$ cat src/core/szm_params.svh
// Register map, field layout, reset values and timing figures of the fault monitor
`ifndef SZM_PARAMS_SVH
`define SZM_PARAMS_SVH
`define SZM_IDX_SAGTIME   10'h08E
`define SZM_IDX_SAGLVL    10'h08F
`define SZM_IDX_FLAGS     10'h054
`define SZM_IDX_ENABLE    10'h058
`define SZM_SAGTIME_RST   24'h04FFFF
`define SZM_SAGLVL_RST    24'h100009
`define SZM_FLAGS_RST     6'h00
`define SZM_ENABLE_RST    6'h00
`define SZM_SIGN_RST      7'h00
`define SZM_DUR_HI        23
`define SZM_DUR_LO        16
`define SZM_ZXT_HI        15
`define SZM_ZXT_LO        0
`define SZM_LVL_HI        23
`define SZM_LVL_LO        12
`define SZM_LINE_HI       11
`define SZM_LINE_LO       0
`define SZM_SAG_LSB       0
`define SZM_ZXTO_LSB      3
`define SZM_SIGN_LSB      6
`define SZM_SIGN_HI       12
`define SZM_SAG_CNT_MAX   9'h1FF
`define SZM_ZX_CNT_ONE    16'h0001
`define SZM_ZX_CNT_ZERO   16'h0000
`define SZM_SAG_STEP_NS   10000000
`define SZM_ZX_STEP_NS    70500
`define SZM_CLK_NS        8
`define SZM_RESP_OKAY     2'h0
`define SZM_RESP_SLVERR   2'h2
`endif

$ cat src/core/szm_pkg.sv
// Types shared by the fault monitor modules
package szm_pkg;
   typedef enum logic [1:0] {
      SZM_WR_COLLECT = 2'b01,
      SZM_WR_RESP    = 2'b10
   } szm_wr_t;
   typedef enum logic [1:0] {
      SZM_RD_IDLE = 2'b01,
      SZM_RD_DATA = 2'b10
   } szm_rd_t;
endpackage : szm_pkg

$ cat src/core/szm_tick.sv
// Free running divider giving a one-cycle enable every CYCLES clocks
module szm_tick
   import szm_pkg::*;
#(
   parameter int unsigned CYCLES = 8
)
(
   input  wire logic CLK,
   input  wire logic RST_N,
   output logic      TICK
);
   logic [23:0] count;

   always_ff @(posedge CLK or negedge RST_N)
   begin
      if (!RST_N)
      begin
         count <= 24'h000000;
         TICK  <= 1'b0;
      end
      else if (count == 24'(CYCLES - 1))
      begin
         count <= 24'h000000;
         TICK  <= 1'b1;
      end
      else
      begin
         count <= count + 24'h000001;
         TICK  <= 1'b0;
      end
   end
endmodule : szm_tick

$ cat src/core/szm_monitor.sv
// Sag and zero-crossing timeout monitor with AXI4-Lite register slave
`include "szm_params.svh"

// How it works
// - Sag flag when voltage below level too long
// - Sag duration bits 23..16, reset 04h
// - Duration step 10 ms, max 2.55 s
// - Sag level field resets to 100h
// - Line cycles resets 009h, used as plus one
// - Timeout reload bits 15..0, reset ffffh
// - Zero crossing reloads the phase timeout counter
// - Counter decrements, sets timeout flag at zero
// - Timeout flag set regardless of enable bit
// - Timeout reaches interrupt only when enabled
// - Timeout step 70.5 us, max 4.62 s
// - Timeout flags a,b,c in bits 3..5
// - Sign bits in bits 6..12, reset 0
// - Level, duration, timeout readable and writable
// - No energy accumulation while supply low
// - Sag flags a,b,c in bits 0..2
// - Interrupt low on enabled set flag
module szm_monitor
   import szm_pkg::*;
#(
   parameter int unsigned SAG_TICK_CYCLES = `SZM_SAG_STEP_NS / `SZM_CLK_NS,
   parameter int unsigned ZX_TICK_CYCLES  = `SZM_ZX_STEP_NS / `SZM_CLK_NS
)
(
   input  wire logic        CLK,
   input  wire logic        RST_N,
   input  wire logic [11:0] S_AXI_AWADDR,
   input  wire logic        S_AXI_AWVALID,
   output logic             S_AXI_AWREADY,
   input  wire logic [31:0] S_AXI_WDATA,
   input  wire logic [3:0]  S_AXI_WSTRB,
   input  wire logic        S_AXI_WVALID,
   output logic             S_AXI_WREADY,
   output logic [1:0]       S_AXI_BRESP,
   output logic             S_AXI_BVALID,
   input  wire logic        S_AXI_BREADY,
   input  wire logic [11:0] S_AXI_ARADDR,
   input  wire logic        S_AXI_ARVALID,
   output logic             S_AXI_ARREADY,
   output logic [31:0]      S_AXI_RDATA,
   output logic [1:0]       S_AXI_RRESP,
   output logic             S_AXI_RVALID,
   input  wire logic        S_AXI_RREADY,
   input  wire logic [23:0] V_RMS_A,
   input  wire logic [23:0] V_RMS_B,
   input  wire logic [23:0] V_RMS_C,
   input  wire logic [6:0]  SIGN_IN,
   input  wire logic        SUPPLY_LOW,
   output logic             ACCUM_EN,
   output logic [12:0]      LINE_CYCLES,
   output logic             IRQ_N
);
   szm_wr_t       wr_state;
   szm_rd_t       rd_state;
   logic          aw_full;
   logic          w_full;
   logic [11:0]   aw_addr;
   logic [31:0]   w_data;
   logic [3:0]    w_strb;
   logic          wr_fire;
   logic [9:0]    wr_idx;
   logic [23:0]   sag_time;
   logic [23:0]   sag_level;
   logic [5:0]    flags;
   logic [5:0]    enable;
   logic [6:0]    sign;
   logic [5:0]    next_flags;
   logic [5:0]    clr_flags;
   logic [2:0]    sag_event;
   logic [2:0]    zx_event;
   logic [2:0]    crossing;
   logic [2:0]    below;
   logic [2:0][8:0]  sag_cnt;
   logic [2:0][15:0] zx_cnt;
   logic [2:0][23:0] v_rms;
   logic          sag_tick;
   logic          zx_tick;
   logic          supply_meta;
   logic          supply_low;

   function automatic logic [23:0] merge(input logic [23:0] old,
                                         input logic [31:0] data,
                                         input logic [3:0]  strb);
      logic [23:0] res;
      res = old;
      for (int i = 0; i < 3; i++)
      begin
         if (strb[i])
         begin
            res[i*8 +: 8] = data[i*8 +: 8];
         end
      end
      return res;
   endfunction : merge

   function automatic logic mapped(input logic [9:0] idx);
      return idx == `SZM_IDX_SAGTIME || idx == `SZM_IDX_SAGLVL
          || idx == `SZM_IDX_FLAGS || idx == `SZM_IDX_ENABLE;
   endfunction : mapped

   // Step enables; long counts are parameters so a bench can shorten them
   szm_tick #(.CYCLES(SAG_TICK_CYCLES)) u_sag_tick
   (
      .CLK   (CLK),
      .RST_N (RST_N),
      .TICK  (sag_tick)
   );

   szm_tick #(.CYCLES(ZX_TICK_CYCLES)) u_zx_tick
   (
      .CLK   (CLK),
      .RST_N (RST_N),
      .TICK  (zx_tick)
   );

   assign v_rms   = {V_RMS_C, V_RMS_B, V_RMS_A};
   assign wr_idx  = aw_addr[11:2];
   assign wr_fire = (wr_state == SZM_WR_COLLECT) && aw_full && w_full;

   // Write channel: address and data accepted in either order
   assign S_AXI_AWREADY = (wr_state == SZM_WR_COLLECT) && !aw_full;
   assign S_AXI_WREADY  = (wr_state == SZM_WR_COLLECT) && !w_full;
   assign S_AXI_BVALID  = (wr_state == SZM_WR_RESP);
   assign S_AXI_ARREADY = (rd_state == SZM_RD_IDLE);
   assign S_AXI_RVALID  = (rd_state == SZM_RD_DATA);

   always_ff @(posedge CLK or negedge RST_N)
   begin
      if (!RST_N)
      begin
         aw_full <= 1'b0;
         aw_addr <= 12'h000;
      end
      else if (S_AXI_AWVALID && S_AXI_AWREADY)
      begin
         aw_full <= 1'b1;
         aw_addr <= S_AXI_AWADDR;
      end
      else if (wr_fire)
      begin
         aw_full <= 1'b0;
      end
   end

   always_ff @(posedge CLK or negedge RST_N)
   begin
      if (!RST_N)
      begin
         w_full <= 1'b0;
         w_data <= 32'h00000000;
         w_strb <= 4'h0;
      end
      else if (S_AXI_WVALID && S_AXI_WREADY)
      begin
         w_full <= 1'b1;
         w_data <= S_AXI_WDATA;
         w_strb <= S_AXI_WSTRB;
      end
      else if (wr_fire)
      begin
         w_full <= 1'b0;
      end
   end

   always_ff @(posedge CLK or negedge RST_N)
   begin
      if (!RST_N)
      begin
         wr_state    <= SZM_WR_COLLECT;
         S_AXI_BRESP <= `SZM_RESP_OKAY;
      end
      else
      begin
         case (wr_state)
            SZM_WR_COLLECT:
            begin
               if (wr_fire)
               begin
                  wr_state    <= SZM_WR_RESP;
                  S_AXI_BRESP <= mapped(wr_idx) ? `SZM_RESP_OKAY : `SZM_RESP_SLVERR;
               end
            end
            SZM_WR_RESP:
               if (S_AXI_BREADY)
                  wr_state <= SZM_WR_COLLECT;
            default:
               wr_state <= SZM_WR_COLLECT;
         endcase
      end
   end

   // Configuration registers with byte lanes
   always_ff @(posedge CLK or negedge RST_N)
   begin
      if (!RST_N)
      begin
         sag_time  <= `SZM_SAGTIME_RST;
         sag_level <= `SZM_SAGLVL_RST;
         enable    <= `SZM_ENABLE_RST;
      end
      else if (wr_fire)
      begin
         if (wr_idx == `SZM_IDX_SAGTIME)
            sag_time <= merge(sag_time, w_data, w_strb);
         if (wr_idx == `SZM_IDX_SAGLVL)
            sag_level <= merge(sag_level, w_data, w_strb);
         if (wr_idx == `SZM_IDX_ENABLE && w_strb[0])
            enable <= w_data[5:0];
      end
   end

   // Field holds the count minus one
   always_ff @(posedge CLK or negedge RST_N)
   begin
      if (!RST_N)
         LINE_CYCLES <= 13'h0000;
      else
         LINE_CYCLES <= {1'b0, sag_level[`SZM_LINE_HI:`SZM_LINE_LO]} + 13'h0001;
   end

   // Read channel
   always_ff @(posedge CLK or negedge RST_N)
   begin
      if (!RST_N)
      begin
         rd_state    <= SZM_RD_IDLE;
         S_AXI_RDATA <= 32'h00000000;
         S_AXI_RRESP <= `SZM_RESP_OKAY;
      end
      else
      begin
         case (rd_state)
            SZM_RD_IDLE:
            begin
               if (S_AXI_ARVALID)
               begin
                  rd_state    <= SZM_RD_DATA;
                  S_AXI_RRESP <= mapped(S_AXI_ARADDR[11:2]) ? `SZM_RESP_OKAY
                                                            : `SZM_RESP_SLVERR;
                  case (S_AXI_ARADDR[11:2])
                     `SZM_IDX_SAGTIME: S_AXI_RDATA <= {8'h00, sag_time};
                     `SZM_IDX_SAGLVL:  S_AXI_RDATA <= {8'h00, sag_level};
                     `SZM_IDX_FLAGS:   S_AXI_RDATA <= {19'h00000, sign, flags};
                     `SZM_IDX_ENABLE:  S_AXI_RDATA <= {26'h0000000, enable};
                     default:          S_AXI_RDATA <= 32'h00000000;
                  endcase
               end
            end
            SZM_RD_DATA:
               if (S_AXI_RREADY)
                  rd_state <= SZM_RD_IDLE;
            default:
               rd_state <= SZM_RD_IDLE;
         endcase
      end
   end

   // Supply monitor pin is asynchronous
   always_ff @(posedge CLK or negedge RST_N)
   begin
      if (!RST_N)
      begin
         supply_meta <= 1'b1;
         supply_low  <= 1'b1;
         ACCUM_EN    <= 1'b0;
      end
      else
      begin
         supply_meta <= SUPPLY_LOW;
         supply_low  <= supply_meta;
         ACCUM_EN    <= !supply_low;
      end
   end

   // Waveform signs; a voltage sign change is a zero crossing
   always_ff @(posedge CLK or negedge RST_N)
   begin
      if (!RST_N)
         sign <= `SZM_SIGN_RST;
      else
         sign <= SIGN_IN;
   end

   always_comb
   begin
      for (int p = 0; p < 3; p++)
      begin
         crossing[p] = sign[2*p] != SIGN_IN[2*p];
         below[p]    = v_rms[p][`SZM_LVL_HI:`SZM_LVL_LO]
                     < sag_level[`SZM_LVL_HI:`SZM_LVL_LO];
      end
   end

   // Sag duration counters; the 9th bit stops a second event per low period
   always_ff @(posedge CLK or negedge RST_N)
   begin
      if (!RST_N)
         sag_cnt <= '0;
      else
         for (int p = 0; p < 3; p++)
            if (!below[p])
               sag_cnt[p] <= 9'h000;
            else if (sag_tick && sag_cnt[p] != `SZM_SAG_CNT_MAX)
               sag_cnt[p] <= sag_cnt[p] + 9'h001;
   end

   // Low for more than the programmed steps
   always_comb
   begin
      for (int p = 0; p < 3; p++)
      begin
         sag_event[p] = below[p] && sag_tick && !sag_cnt[p][8]
                     && sag_cnt[p][7:0] == sag_time[`SZM_DUR_HI:`SZM_DUR_LO];
         zx_event[p]  = !crossing[p] && zx_tick && zx_cnt[p] == `SZM_ZX_CNT_ONE;
      end
   end

   // Timeout counters stop at zero until the next crossing
   always_ff @(posedge CLK or negedge RST_N)
   begin
      if (!RST_N)
         zx_cnt <= {3{16'(`SZM_SAGTIME_RST)}};
      else
         for (int p = 0; p < 3; p++)
            if (crossing[p])
               zx_cnt[p] <= sag_time[`SZM_ZXT_HI:`SZM_ZXT_LO];
            else if (zx_tick && zx_cnt[p] != `SZM_ZX_CNT_ZERO)
               zx_cnt[p] <= zx_cnt[p] - 16'h0001;
   end

   // Sticky flags, write one to clear; a new event beats the clear
   always_comb
   begin
      clr_flags = '0;
      if (wr_fire && wr_idx == `SZM_IDX_FLAGS && w_strb[0])
      begin
         clr_flags = w_data[5:0];
      end
      next_flags = flags & ~clr_flags;
      next_flags[`SZM_SAG_LSB +: 3]  = next_flags[`SZM_SAG_LSB +: 3] | sag_event;
      next_flags[`SZM_ZXTO_LSB +: 3] = next_flags[`SZM_ZXTO_LSB +: 3] | zx_event;
   end

   always_ff @(posedge CLK or negedge RST_N)
   begin
      if (!RST_N)
         flags <= `SZM_FLAGS_RST;
      else
         flags <= next_flags;
   end

   // Registered so the pin never glitches during decode
   always_ff @(posedge CLK or negedge RST_N)
   begin
      if (!RST_N)
         IRQ_N <= 1'b1;
      else
         IRQ_N <= ~|(next_flags & enable);
   end
endmodule : szm_monitor

$ cat config.mk
export PLATFORM = sky130hd
export DESIGN_NAME = szm_monitor
export DESIGN_NICKNAME = d
export VERILOG_FILES = /design/src/core/szm_pkg.sv /design/src/core/szm_tick.sv /design/src/core/szm_monitor.sv
export VERILOG_INCLUDE_DIRS = /design/src /design/src/core
export SDC_FILE = /design/constraint.sdc
export NUM_CORES = 1
export LEC_CHECK = 0
export BUFFER_PORTS_ARGS = -buffer_cell sky130_fd_sc_hd__buf_2
export CELL_PAD_IN_SITES_DETAIL_PLACEMENT = 0
export CELL_PAD_IN_SITES_GLOBAL_PLACEMENT = 1
export CORE_MARGIN = 4
export CORE_UTILIZATION = 35
export DETAILED_ROUTE_END_ITERATION = 10
export GPL_TIMING_DRIVEN = 0
export HOLD_SLACK_MARGIN = 0.15
export PLACE_DENSITY = 0.65
export SLEW_MARGIN = 15
export SYNTH_ARGS = -nofsm -noshare
export SYNTH_HDL_FRONTEND = slang
export SYNTH_SLANG_ARGS = --single-unit
export TNS_END_PERCENT = 5
$ cat constraint.sdc
create_clock -name CLK -period 3.2 [get_ports CLK]
set_clock_uncertainty 0.1 [all_clocks]
set_input_delay 0.32 -clock CLK [delete_from_list [all_inputs] [get_ports CLK]]
set_output_delay 0.32 -clock CLK [all_outputs]
set_load 0.03 [all_outputs]
---- Yosys cells after proc, flatten, opt, wreduce, memory -nomap -nowiden ----
Index checks and enable logic that the tools add are counted.
word-level totals
  register bits after elaboration ......... 290
  output and inout port bits .............. 56
operators by class
  add/subtract/negate cells ............... 9
  order comparisons ....................... 3
  equality and inequality tests ........... 33
  mux-type cells .......................... 29
  bitwise operators ....................... 5
  reduce and logical (&&, ||, !) cells .... 66
operators with widths
  operator                                                number
  2-to-1 mux 16 bit                                       6
  case mux 24 bit (4 select lines)                        1
  2-to-1 mux 9 bit                                        6
  adder 24 x 1 -> 24 bit (second input constant)          2
  equality test 16 x 1 -> 1 bit (second input constant)   3
  2-to-1 mux 24 bit                                       2
  nonzero test 16 bit                                     3
  subtractor 16 x 1 -> 16 bit (second input constant)     3
  equality test 10 x 7 -> 1 bit (second input constant)   4
  equality test 10 x 8 -> 1 bit (second input constant)   4
  less-than comparator 12 bit                             3
  logical AND 1 bit                                       30
  adder 9 x 1 -> 9 bit (second input constant)            3
  inequality test 9 bit (second input constant)           3
  equality test 24 x 14 -> 1 bit (second input constant)  1
  equality test 24 x 21 -> 1 bit (second input constant)  1
  equality test 8 bit                                     3
  AND reduction 3 bit                                     6
  adder 12 x 1 -> 13 bit (second input constant)          1
  AND 6 bit                                               2
  2-to-1 mux 2 bit                                        6
  zero test 1 bit                                         10
  inequality test 2 x 1 -> 1 bit (second input constant)  5
  AND reduction 2 bit                                     5
  12 further kinds                                        32

---- Depth between registers and ports, before layout ----
Gate-level depths: netlist of run 1.
  word-level depth ........................ 12
  mapped depth ............................ 12

---- Hierarchy ----
A second synthesis of run 1 with hierarchy kept.
second synthesis, totals
  cell total of the unflattened synthesis .. 1267
  area, all modules ....................... 13783.2 um^2
by module, submodules not included
  module                  times used  cells an instance  area each (um^2)
  szm_monitor             1           1054               11428.5
  szm_tick at u_sag_tick  1           110                1209.9
  szm_tick at u_zx_tick   1           103                1144.8

---- Worst setup path before layout of run 1 ----
Ideal clock, no wire load.
  path type ............................... reg2reg
  start ................................... register wr_state[0]
  end ..................................... register w_data[10]
  library setup time ...................... 125 ps
  data arrival time ....................... 2236 ps
  path slack .............................. 739 ps
  cell stages (with the launch flop) ...... 7
  path buffers ............................ 2
  clock period less this slack ............ 2461 ps
  cells stage by stage .................... dfstp_2 > nand2b_1 > nor2_1 > and2_1 > clkbuf_1 > buf_1 > mux2_2
on the way
  longest elaborated chain between the ends .. 3
RTL lines
  element                       line                source
  from (decl)                   szm_monitor.sv:57   szm_wr_t wr_state;
  from (signal assigned)        szm_monitor.sv:173  wr_state <= SZM_WR_COLLECT;
  from (signal assigned)        szm_monitor.sv:183  wr_state <= SZM_WR_RESP;
  from (signal assigned)        szm_monitor.sv:189  wr_state <= SZM_WR_COLLECT;
  equality test 2 x 1 -> 1 bit  szm_monitor.sv:126  assign S_AXI_WREADY = (wr_state == SZM_WR_COLLECT) && !w_full;
  logical AND 1 bit             szm_monitor.sv:126
  named net S_AXI_WREADY        szm_monitor.sv:37   output logic S_AXI_WREADY,
  logical AND 1 bit             szm_monitor.sv:157  else if (S_AXI_WVALID && S_AXI_WREADY)
  to (signal assigned)          szm_monitor.sv:154  w_data <= 32'h00000000;
  to (signal assigned)          szm_monitor.sv:160  w_data <= S_AXI_WDATA;
  to (decl)                     szm_monitor.sv:62   logic [31:0] w_data;
The timed path passes the listed nets, and every way through them passes these cells.
A chain may end at the register's enable or synchronous reset.

---- Worst setup path after layout of run 1 ----
  start ................................... register aw_addr[3]
  end ..................................... register IRQ_N
on the way
  longest elaborated chain between the ends .. 10
  elaborated cells between the ends (all ways) .. 11
RTL lines
  element                                  line                source
  from (decl)                              szm_monitor.sv:61   logic [11:0] aw_addr;
  from (signal assigned)                   szm_monitor.sv:136  aw_addr <= 12'h000;
  from (signal assigned)                   szm_monitor.sv:141  aw_addr <= S_AXI_AWADDR;
  equality test 10 x 7 -> 1 bit (no line)  --
  logical AND 1 bit (no line)              --
  logical AND 1 bit                        szm_monitor.sv:339  if (wr_fire && wr_idx == `SZM_IDX_FLAGS && w_strb[0])
  2-to-1 mux 6 bit                         szm_monitor.sv:339
  inverter 6 bit                           szm_monitor.sv:343  next_flags = flags & ~clr_flags;
  AND 6 bit                                szm_monitor.sv:343
  bitwise OR 3 bit                         szm_monitor.sv:345  next_flags[`SZM_ZXTO_LSB +: 3] = next_flags[`SZM_ZXTO_LSB +: 3] | zx_event;
  named net next_flags[4]                  szm_monitor.sv:71   logic [5:0] next_flags;
  AND 6 bit                                szm_monitor.sv:362  IRQ_N <= ~|(next_flags & enable);
  OR reduction 6 bit                       szm_monitor.sv:362
  zero test 1 bit                          szm_monitor.sv:362
  to (signal assigned)                     szm_monitor.sv:362
  to (decl)                                szm_monitor.sv:55   output logic IRQ_N
The timed path passes the listed nets, and every way through them passes these cells.

==> results.md, run 1 <==
- Synth async-reset ratio: 100.0%
- Initial core utilization: 35.34%
- Mapped Cells: 1246
- Via count: 9946
- Leading area contributor after synthesis: dfrtp_1
- Worst-Skew Late Latency: approximately 0.56 ns
- Final wirelength: about 35 mm
- Clk Tree Root Cell: clkbuf_16
- Avg Inst Size Synth: 10.96 sq um
- CTS Buf Count: 30
- CTS tree: yes
- F_max: roughly 0.35 GHz
- Synth area leaders: dfrtp_1 (38%), dfstp_2 (14%), mux2_2 (7.4%)
- Netlist cell types: roughly 60
- Final Slew Violations: 0
- Setup violators final: 0
- Final instance area: around 17000 sq um
- Detailed Routing Iterations Pass 1: 4
- Post-CTS setup buffers: 0
- Max Root-Sink Buffers: 3
- Startpoint types: flop
- Num rows: 72
- Critical Path, Cell by Cell: or4b_1 -> nor4_4 -> a21boi_0 -> a41o_1 -> a221oi_1 -> o2111a_1
- Ratio of cells with drive above 1 in the final layout: around a quarter
- Met3 Use GR: 2.380%
- Leak: approximately 0.0074 uW
- Ys Warns: 0
- P&R area growth vs syn: 22.13%
- Pin count of the biggest net entering global routing: 91
- # Max-Cap Violations: 0
- Initial antenna violation count: 2
- Period utilization: around 90%
- Seq/Total Area, Yosys: between 50% and 60%
- HPWL Detailed: 25.56 mm
- Setup CP Type: reg -> reg
- Critical Path Max Stage Delay: 0.59 ns
- Most frequent cell after synthesis: dfrtp_1
- CP max stage cell: or4b_1
- Die ar.: between 40000 and 50000 sq um
- Residual DRC: 0
- Main synth FF type: dfrtp_1
- Worst vdd rail ir drop: between 0.4 and 0.5 mV
- First-pass GRT wire length: around 56 mm
- Number of I/O pins: about 200
- Post-synth EDFFs: 0
- Least-Margin Pin Slew: around 1.1 ns
- Antenna-violating nets left: 0
- Non-filler cells in the finished layout: 2030
- H-tree depth: 1
- Post-DP Area: 15150 sq um
- Nets: ~1700
- Die Ht: 205.6 um
- Status: completed
- Slew margin rel.: 24.55%
- Top-area cell type share of the netlist area: a little under two fifths
- RSZ-0062 raised after global routing: false
- Post-DR vias/cell: 4.900
- Post-placement cell count: 1919
- PortBufs: 143
- Crit path required time: ~3.6 ns
- CTS sink count: around 280
- Flops & latches, synth: ~280
- CP endpoint kind: flop
- Clk slew on worst S/H paths: ~0.06 ns
- Cell Area, Synth: roughly 14000 sq um
- GRT busiest layer: met2
- Overflow after GRT: 0
- Arr. time, crit path: ~3.3 ns
- Worst hold path type: reg -> reg
- Met2 Use GR: 27.36%
- RePlAce Congestion: about 0.87
- Die Width: a little over 200 um
- Top cells by count, synth: dfrtp_1 (205), nand2_1 (125), nor2_1 (107)
- Pwr/cell area: 536.0 nW/um^2
- Core Region: 38650 sq um
- Final hold vios: 0
- Vias in the first global route: between 10000 and 15000
- DR WL/cell: 17.44 um
- Final min period: between 2 and 3 ns
- DR iter-0 viols: 460
- Met1 Usage GRT: between 20% and 30%
- All-Layer GR Usage: between 10% and 20%
- Critical path peak fanout: 5
- Final core occ: a little over two fifths
-- worst max-delay path, delay by kind of cell, from the launching register on --
| kind | cells | cell delay (ns) |
|---|---|---|
| DFF | 1 | 0.38 |
| AOI/OAI and AO/OA | 4 | 1.21 |
| and+or+nand+nor | 2 | 1.13 |
-- through the flow --
| stage | total power (uW) | hold WS (ns) | setup TNS, ns | worst slack, ns |
|---|---|---|---|---|
| finish | 8941 | 0.2583 | 0 | 0.3076 |
| global placement | 5397 | 0.2521 | -867.67 | -3.637 |
| detailed placement | 5438 | 0.1224 | 0 | 0.1834 |
| floorplan | 4932 | -0.07559 | 0 | 0.7394 |
| CTS | 9056 | 0.2566 | 0 | 0.09284 |
| global route | 9383 | 0.2607 | 0 | 0.1969 |
-- layout by cell type, fill, tap and decap left out, types with 17 or more instances in the layout --
cell type and instances:
dfrtp_1 205, buf_2 143, nand2_1 125, nor2_1 107, mux2_2 90, xnor2_1 74
dfstp_2 73, xor2_1 73, o21ai_0 66, dlygate4sd3_1 53, ha_1 48, nand3_1 45
clkbuf_1 43, clkbuf_16 31, inv_1 30, mux2i_1 25, and3_1 18, nor3_1 17
a21oi_1 17
-- cell families after synthesis --
kind of cell | share of synthesized area (%)
mux | 9.252
flops | 51.60
other cells | 0.02745
simple gates | 15.41
fa+ha+maj | 4.397
compound gates | 7.521
xor+xnor | 9.426
buf+inv | 2.372
-- timing repair --
item,in CTS,in global routing
setup endpoints to repair,0,1
hold endpoints to repair,207,0
hold buffers,53,0
resized for setup,0,1
-- area by class of cell --
| class | count | area [sq um] |
|---|---|---|
| Sequential cell | 278 | 7048 |
| Multi-Input combinational cell | 901 | 6330 |
| Timing Repair Buffer | 199 | 1339 |
| Clock buffer | 49 | 903.4 |
| Inverter | 30 | 112.6 |
| Clock inverter | 7 | 85.08 |
| Fill cell | 3730 | 21960 |
| Antenna cell | 2 | 5.005 |
| Tap cell | 518 | 648.1 |
| Buffer | 46 | 211.5 |
-- sequential cells by signal, summed over array words and instances (netlist names), 13 cells and up --
signal	flops
LINE_CYCLES	13
S_AXI_RDATA	24
sag_cnt	27
sag_level	24
sag_time	24
u_sag_tick.count	24
u_zx_tick.count	24
w_data	24
zx_cnt	48
-- metal layers --
| layer | vias up | share of wire, % | wire length (um) |
|---|---|---|---|
| met4 | 0 | 2.6 | 927 |
| met5 | - | 0 | 0 |
| met1 | 4898 | 46 | 16360 |
| met3 | 56 | 3.7 | 1295 |
| li1 | 4835 | - | - |
| met2 | 157 | 48 | 16810 |
-- worst paths after layout --
path / cells after the start / start / slack (ns) / to
min reg2reg: 0 / supply_meta$_DFF_PN1_ / 0.26 / supply_low$_DFF_PN1_
min: 0 / supply_meta$_DFF_PN1_ / 0.26 / supply_low$_DFF_PN1_
max reg2reg: 6 / aw_addr[3]$_DFFE_PN0P_ / 0.31 / IRQ_N$_DFF_PN1_
max in group asynchronous: 3 / RST_N / 1.71 / S_AXI_RDATA[4]$_DFFE_PN0P_
min in group asynchronous: 2 / RST_N / 0.33 / zx_cnt[39]$_DFFE_PN1P_
max: 6 / aw_addr[3]$_DFFE_PN0P_ / 0.31 / IRQ_N$_DFF_PN1_
-- report_power, final --
| group | internal, uW | switching (uW) |
|---|---|---|
| Clock | 2080 | 1440 |
| Sequential | 3880 | 334 |
| Combinational | 569 | 648 |
Power figures use the tool's default switching activity.
==> run 2, diff against run 1 <==
--- a/config.mk
+++ b/config.mk
@@ -10,11 +10,11 @@
 export CELL_PAD_IN_SITES_DETAIL_PLACEMENT = 0
 export CELL_PAD_IN_SITES_GLOBAL_PLACEMENT = 1
 export CORE_MARGIN = 4
-export CORE_UTILIZATION = 35
+export CORE_UTILIZATION = 45
 export DETAILED_ROUTE_END_ITERATION = 10
 export GPL_TIMING_DRIVEN = 0
 export HOLD_SLACK_MARGIN = 0.15
-export PLACE_DENSITY = 0.65
+export PLACE_DENSITY = 0.8
 export SLEW_MARGIN = 15
 export SYNTH_ARGS = -nofsm -noshare
 export SYNTH_HDL_FRONTEND = slang
==> results.md, run 2 (synthesis results as in run 1) <==
- Status: completed
- DP Worst Slack: between 0.2 and 0.25 ns
- Reg2reg path depth: 6
- Via count: roughly 9900
- CTS Buf Count: 30
- Setup ws final: roughly 0.28 ns
- Slew margin rel.: between 20% and 30%
- CTS tree: yes
- Least-Margin Pin Slew: 1.079 ns
- Leak: 0.007412 uW
- Total Power: approximately 9100 uW
- Initial antenna violation count: 0
- RePlAce Congestion: approximately 0.85
- Crit path required time: between 3 and 4 ns
- Post-DP Area: between 10000 and 15000 sq um
- Antenna-violating nets left: 0
- Final hold vios: 0
- H-tree depth: 1
- Ant. Diodes: 0
- Worst-Skew Late Latency: approximately 0.56 ns
- Num rows: between 60 and 70
- Worst R2R End: IRQ_N$_DFF_PN1_
- Worst vdd rail ir drop: around 0.45 mV
- Setup violators final: 0
- Arr. time, crit path: 3.32 ns
- Setup CP Type: reg -> reg
- F_max: roughly 0.34 GHz
- Period utilization: 91.35%
- Post-CTS setup buffers: 0
- Met2 Use GR: between 30 and 40%
- Residual DRC: 0
- # Max-Cap Violations: 0
- Ratio of cells with drive above 1 in the final layout: roughly a quarter
- Biggest registers after layout: zx_cnt x48, sag_cnt x27
- DR iter-0 viols: roughly 540
- All-Layer GR Usage: roughly 20%
- Most frequent cells in the layout: dfrtp_1 (205), buf_2 (143), nand2_1 (125)
- CTS sink count: between 200 and 300
- Critical path peak fanout: 5
- Clk slew on worst S/H paths: ~0.060 ns
- DR WL/cell: 17.37 um
- Worst hold path type: in -> async
- Clk Tree Root Cell: clkbuf_16
- Die Ht: 182.2 um
- GRT busiest layer: met2
- Initial core utilization: around 46%
- Most flop-heavy register: zx_cnt
- HPWL Detailed: roughly 24 mm
- Number of I/O pins: between 200 and 250
- Pin count of the biggest net entering global routing: 100
- Final wirelength: ~33 mm
- CTS resizes: 0
- Overflow after GRT: 0
- Max Root-Sink Buffers: 3
- Met3 Use GR: 2.910%
- Die ar.: 33210 sq um
- R2R setup slack: 0.28 ns
- P&R area growth vs syn: 21.13%
- Sum of negative setup slack: 0 ns
- Final Slew Violations: 0
- Final min period: ~3 ns
- Commonest non-fill, non-tap cell in the layout: dfrtp_1
- Vias in the first global route: 10110
- Reg-to-Reg Start: aw_addr[3]$_DFFE_PN0P_
- Post-DR vias/cell: ~5.2
- Max FFs per register: 48
- First-pass GRT wire length: ~53 mm
- Met1 Usage GRT: 27.93%
- Pwr/cell area: 548.5 nW/um^2
- Detailed Routing Iterations Pass 1: 5
- Die Width: between 150 and 200 um
- Core Region: a little under 30000 sq um
- RSZ-0062 raised after global routing: false
- Startpoint types: flop
- CP endpoint kind: flop
- PortBufs: ~140
- Nets: ~1700
- Final instance area: ~17000 sq um
## run 2: cell types whose count changed in the layout (fill, tap and decap cells not counted), sizes merged, moves of 2 or more
| cell | change |
|---|---|
| clkbuf | -9 |
| diode | -2 |
| bufinv | +3 |
| clkinvlp | +2 |
| clkinv | +3 |
## run 2: worst max-delay path by stage
stage / slack [ns] / startpoint / to / cells past startpoint
floorplan: 0.74 / wr_state[0]$_DFFE_PN1P_ / w_data[10]$_DFFE_PN0P_ / 6
global placement: -3.34 / RST_N / sag_cnt[11]$_DFFE_PN0P_ / 1
detailed placement: 0.21 / S_AXI_ARADDR[2] / S_AXI_RDATA[1]$_DFFE_PN0P_ / 6
finish: 0.28 / aw_addr[3]$_DFFE_PN0P_ / IRQ_N$_DFF_PN1_ / 6
CTS: 0.32 / aw_addr[3]$_DFFE_PN0P_ / IRQ_N$_DFF_PN1_ / 6
global route: 0.20 / aw_addr[9]$_DFFE_PN0P_ / IRQ_N$_DFF_PN1_ / 6
## run 2: worst max-delay path, stage by stage, from the launching register on
cell and delay (ns):
dfrtp_1 0.39, or4b_1 0.57, nor4_2 0.66, a21boi_0 0.19, a41o_1 0.25, a221oi_1 0.45
o2111a_1 0.26
## run 2: final cells by class
class | instances | area (sq um)
fill | 2618 | 13250
sequential | 278 | 7048
multi-input combinational | 901 | 6321
timing repair buffer | 197 | 1301
clock buffer | 40 | 838.3
tap | 390 | 488.0
clock inverter | 16 | 225.2
buffer | 46 | 211.5
inverter | 30 | 112.6
## run 2: power by group
group | internal (uW) | total [uW] | switching [uW]
logic | 565 | 1200 | 632
registers | 3880 | 4200 | 327
clock network | 2250 | 3670 | 1430
total | 6690 | 9070 | 2390
## run 2: what timing repair did
item,CTS,global route
endpoints found under the setup margin,0,0
endpoints found under the hold margin,144,0
hold buffers,52,0
## run 2: through the flow
| stage | instances | hold WS, ns | util, % |
|---|---|---|---|
| after global placement | 1788 | 0.2474 | 50.00 |
| final | 1898 | 0.2551 | 55.53 |
| after global routing | 1898 | 0.2628 | 55.53 |
| after CTS | 1898 | 0.2581 | 55.53 |
| after floorplan | 1255 | -0.07559 | - |
| after detailed placement | 1790 | 0.2496 | 50.21 |
## run 2: per-layer routing
metal / vias up / part of all wire [%] / wire, um
met4: 0 / 3.2 / 1062
met5: - / 0 / 0
li1: 4817 / - / -
met3: 69 / 4.3 / 1415
met2: 192 / 46 / 15280
met1: 4808 / 46 / 15210
==> run 3, diff against run 2 <==
--- a/config.mk
+++ b/config.mk
@@ -18,5 +18,6 @@
 export SLEW_MARGIN = 15
 export SYNTH_ARGS = -nofsm -noshare
 export SYNTH_HDL_FRONTEND = slang
+export SYNTH_HIERARCHICAL = 1
 export SYNTH_SLANG_ARGS = --single-unit
 export TNS_END_PERCENT = 5
==> results.md, run 3 <==
- Max Root-Sink Buffers: 3
- Startpoint types: flop
- Biggest registers after layout: zx_cnt x48, sag_cnt x27
- Final hold vios: 0
- Antenna-violating nets left: 0
- Period utilization: 80.49%
- Final min period: 2.576 ns
- H-tree depth: 1
- Pin count of the biggest net entering global routing: around 110
- # Max-Cap Violations: 0
- Flops & latches, synth: between 200 and 300
- Final wirelength: about 34 mm
- CP max stage cell: dfstp_2
- Critical path peak fanout: 3
- P&R area growth vs syn: 20.45%
- Internal power: about 6500 uW
- Clk slew on worst S/H paths: 0.06 ns
- First-pass GRT wire length: about 55 mm
- Netlist cell types: 66
- Final instance area: 16600 sq um
- Most frequent cell after synthesis: dfrtp_1
- Post-DR vias/cell: roughly 5.3
- Most flop-heavy register: zx_cnt
- CTS Buf Count: 30
- Avg Inst Size Synth: 10.88 sq um
- Cell Area, Synth: around 14000 sq um
- Setup CP Type: reg -> reg
- Leading area contributor after synthesis: dfrtp_1
- All-Layer GR Usage: around a fifth
- Critical Path Max Stage Delay: roughly 0.54 ns
- Core Region: between 20000 and 30000 sq um
- DR iter-0 viols: about 550
- Nets: approximately 1700
- Post-DP Area: 15090 sq um
- Pwr/cell area: between 500 and 600 nW/um^2
- Num rows: 63
- Clk Tree Root Cell: clkbuf_16
- Arr. time, crit path: roughly 2.9 ns
- Die Width: approximately 180 um
- Overflow after GRT: 0
- Setup violators final: 0
- Synth async-reset ratio: 100.0%
- Commonest non-fill, non-tap cell in the layout: dfrtp_1
- CTS tree: yes
- Worst vdd rail ir drop: around 0.42 mV
- CTS resizes: 0
- R2R setup slack: around 0.62 ns
- Top cells by count, synth: dfrtp_1 (205), nand2_1 (141), nor2_1 (109)
- Detailed Routing Iterations Pass 1: 5
- Synth area leaders: dfrtp_1 (37%), dfstp_2 (14%), mux2_2 (7.5%)
- PortBufs: ~140
- Initial antenna violation count: 0
- Top-area cell type share of the netlist area: a little under two fifths
- HPWL Detailed: 24.52 mm
- Residual DRC: 0
- DR WL/cell: roughly 18 um
- Sequential share of power: between 40% and 50%
- F_max: ~0.39 GHz
- Final Slew Violations: 0
- Slew margin rel.: between 30% and 40%
- Crit path required time: ~3.6 ns
- CTS sink count: about 280
- Main synth FF type: dfrtp_1
- Max FFs per register: 48
- Worst hold path type: in -> async
- Total Power: about 8900 uW
- Comb pwr share: around an eighth
- Net Switching: about 2300 uW
- Status: completed
- Via count: between 10000 and 15000
- Critical Path, Cell by Cell: inv_1 -> ha_1 -> nand4_1 -> nor2_1 -> nand3_1 -> o2111ai_1 -> a21boi_0 -> nor4b_1
- Seq/Total Area, Yosys: about half
- Vias in the first global route: around 10000
- RePlAce Congestion: ~0.84
- Least-Margin Pin Slew: ~1 ns
- CP endpoint kind: flop
- Initial core utilization: about 46%
- Die ar.: between 30000 and 40000 sq um
- Ratio of cells with drive above 1 in the final layout: between 20% and 30%
- Ant. Diodes: 0
- Die Ht: about 180 um
- Mapped Cells: 1267
- Number of I/O pins: ~200
- Ys Warns: 6
- Most frequent cells in the layout: dfrtp_1 (205), buf_2 (147), nand2_1 (141)
- Worst-Skew Late Latency: 0.55 ns
- RSZ-0062 raised after global routing: false
- Leak: about 0.0073 uW
- Post-synth EDFFs: 0
- Sw frac: 26.15%
- Clock share of power: between 30% and 40%
==> run 3: power by group through the flow <==
| stage | Combinational [uW] | Sequential [uW] | Clock [uW] |
|---|---|---|---|
| floorplan | 744 | 4130 | 0 |
| global placement | 1090 | 4210 | 0 |
| detailed placement | 1130 | 4220 | 0 |
| CTS | 1190 | 4160 | 3610 |
| global route | 1300 | 4210 | 3770 |
| finish | 1170 | 4160 | 3540 |
==> run 3: logic make-up (layout without fill, tap and decap cells) <==
kind of cell	count (synthesis)	in the layout	synth area share [%]
multiplexers	116	116	9.259
AO/OA/AOI/OAI	152	152	7.008
adder cells (fa/ha/maj)	48	48	4.357
XOR/XNOR	143	143	9.087
buffers and inverters	77	328	2.469
AND/OR/NAND/NOR	452	452	16.66
other	1	10	0.02721
flip-flops	278	278	51.13
==> run 3: repair_timing <==
| item | CTS | global route |
|---|---|---|
| hold buffers | 50 | 0 |
| setup buffers | 0 | 0 |
| hold endpoints to repair | 144 | 0 |
==> run 3: layout make-up <==
cell class              count  area, sq um
well taps                 390        488.0
multi-input cells         921         6429
repair buffers            195         1281
clock inverters            11        137.6
clock buffers              45        878.3
fillers                  2646        13350
plain buffers              45        220.2
flip-flops and latches    278         7048
inverters                  32        120.1
==> run 3: stage by stage <==
step | std cells | hold WS [ns] | setup WS [ns] | utilization, % | TNS [ns]
global route | 1917 | 0.2671 | 0.3145 | 55.43 | 0
finish | 1917 | 0.2560 | 0.6245 | 55.43 | 0
detailed placement | 1811 | 0.2490 | 0.5302 | 50.36 | 0
global placement | 1809 | 0.2468 | -3.364 | 50.15 | -803.98
CTS | 1917 | 0.2580 | 0.5002 | 55.43 | 0
floorplan | 1276 | -0.07559 | 0.8499 | - | 0
==> run 3: layer usage <==
metal / vias up / wire, um / global-route usage (%) / share of wire [%]
met5: - / 0 / 0 / 0
met4: 0 / 716 / 4.380 / 2.1
met3: 48 / 1031 / 2.440 / 3.0
met2: 154 / 16500 / 33.75 / 49
met1: 5041 / 15570 / 28.04 / 46
li1: 4924 / - / - / -
==> run 3: worst paths after layout <==
path,end,depth (start not counted),start
worst max register to register,IRQ_N$_DFF_PN1_,8,sag_level[20]$_DFFE_PN1P_
worst max-delay path,IRQ_N$_DFF_PN1_,8,sag_level[20]$_DFFE_PN1P_
worst min register to register,supply_low$_DFF_PN1_,0,supply_meta$_DFF_PN1_
min in group CLK,supply_low$_DFF_PN1_,0,supply_meta$_DFF_PN1_
max in group asynchronous,sag_level[20]$_DFFE_PN1P_,3,RST_N
worst min-delay path,u_zx_tick/count[14]$_DFF_PN0_,2,RST_N
==> run 3: worst max-delay path: cells and delay by family (launching register included) <==
family,cells,cell delay [ns]
flops,1,0.54
fa+ha+maj,1,0.29
buf+inv,1,0.09
simple gates,4,0.79
compound gates,2,0.65
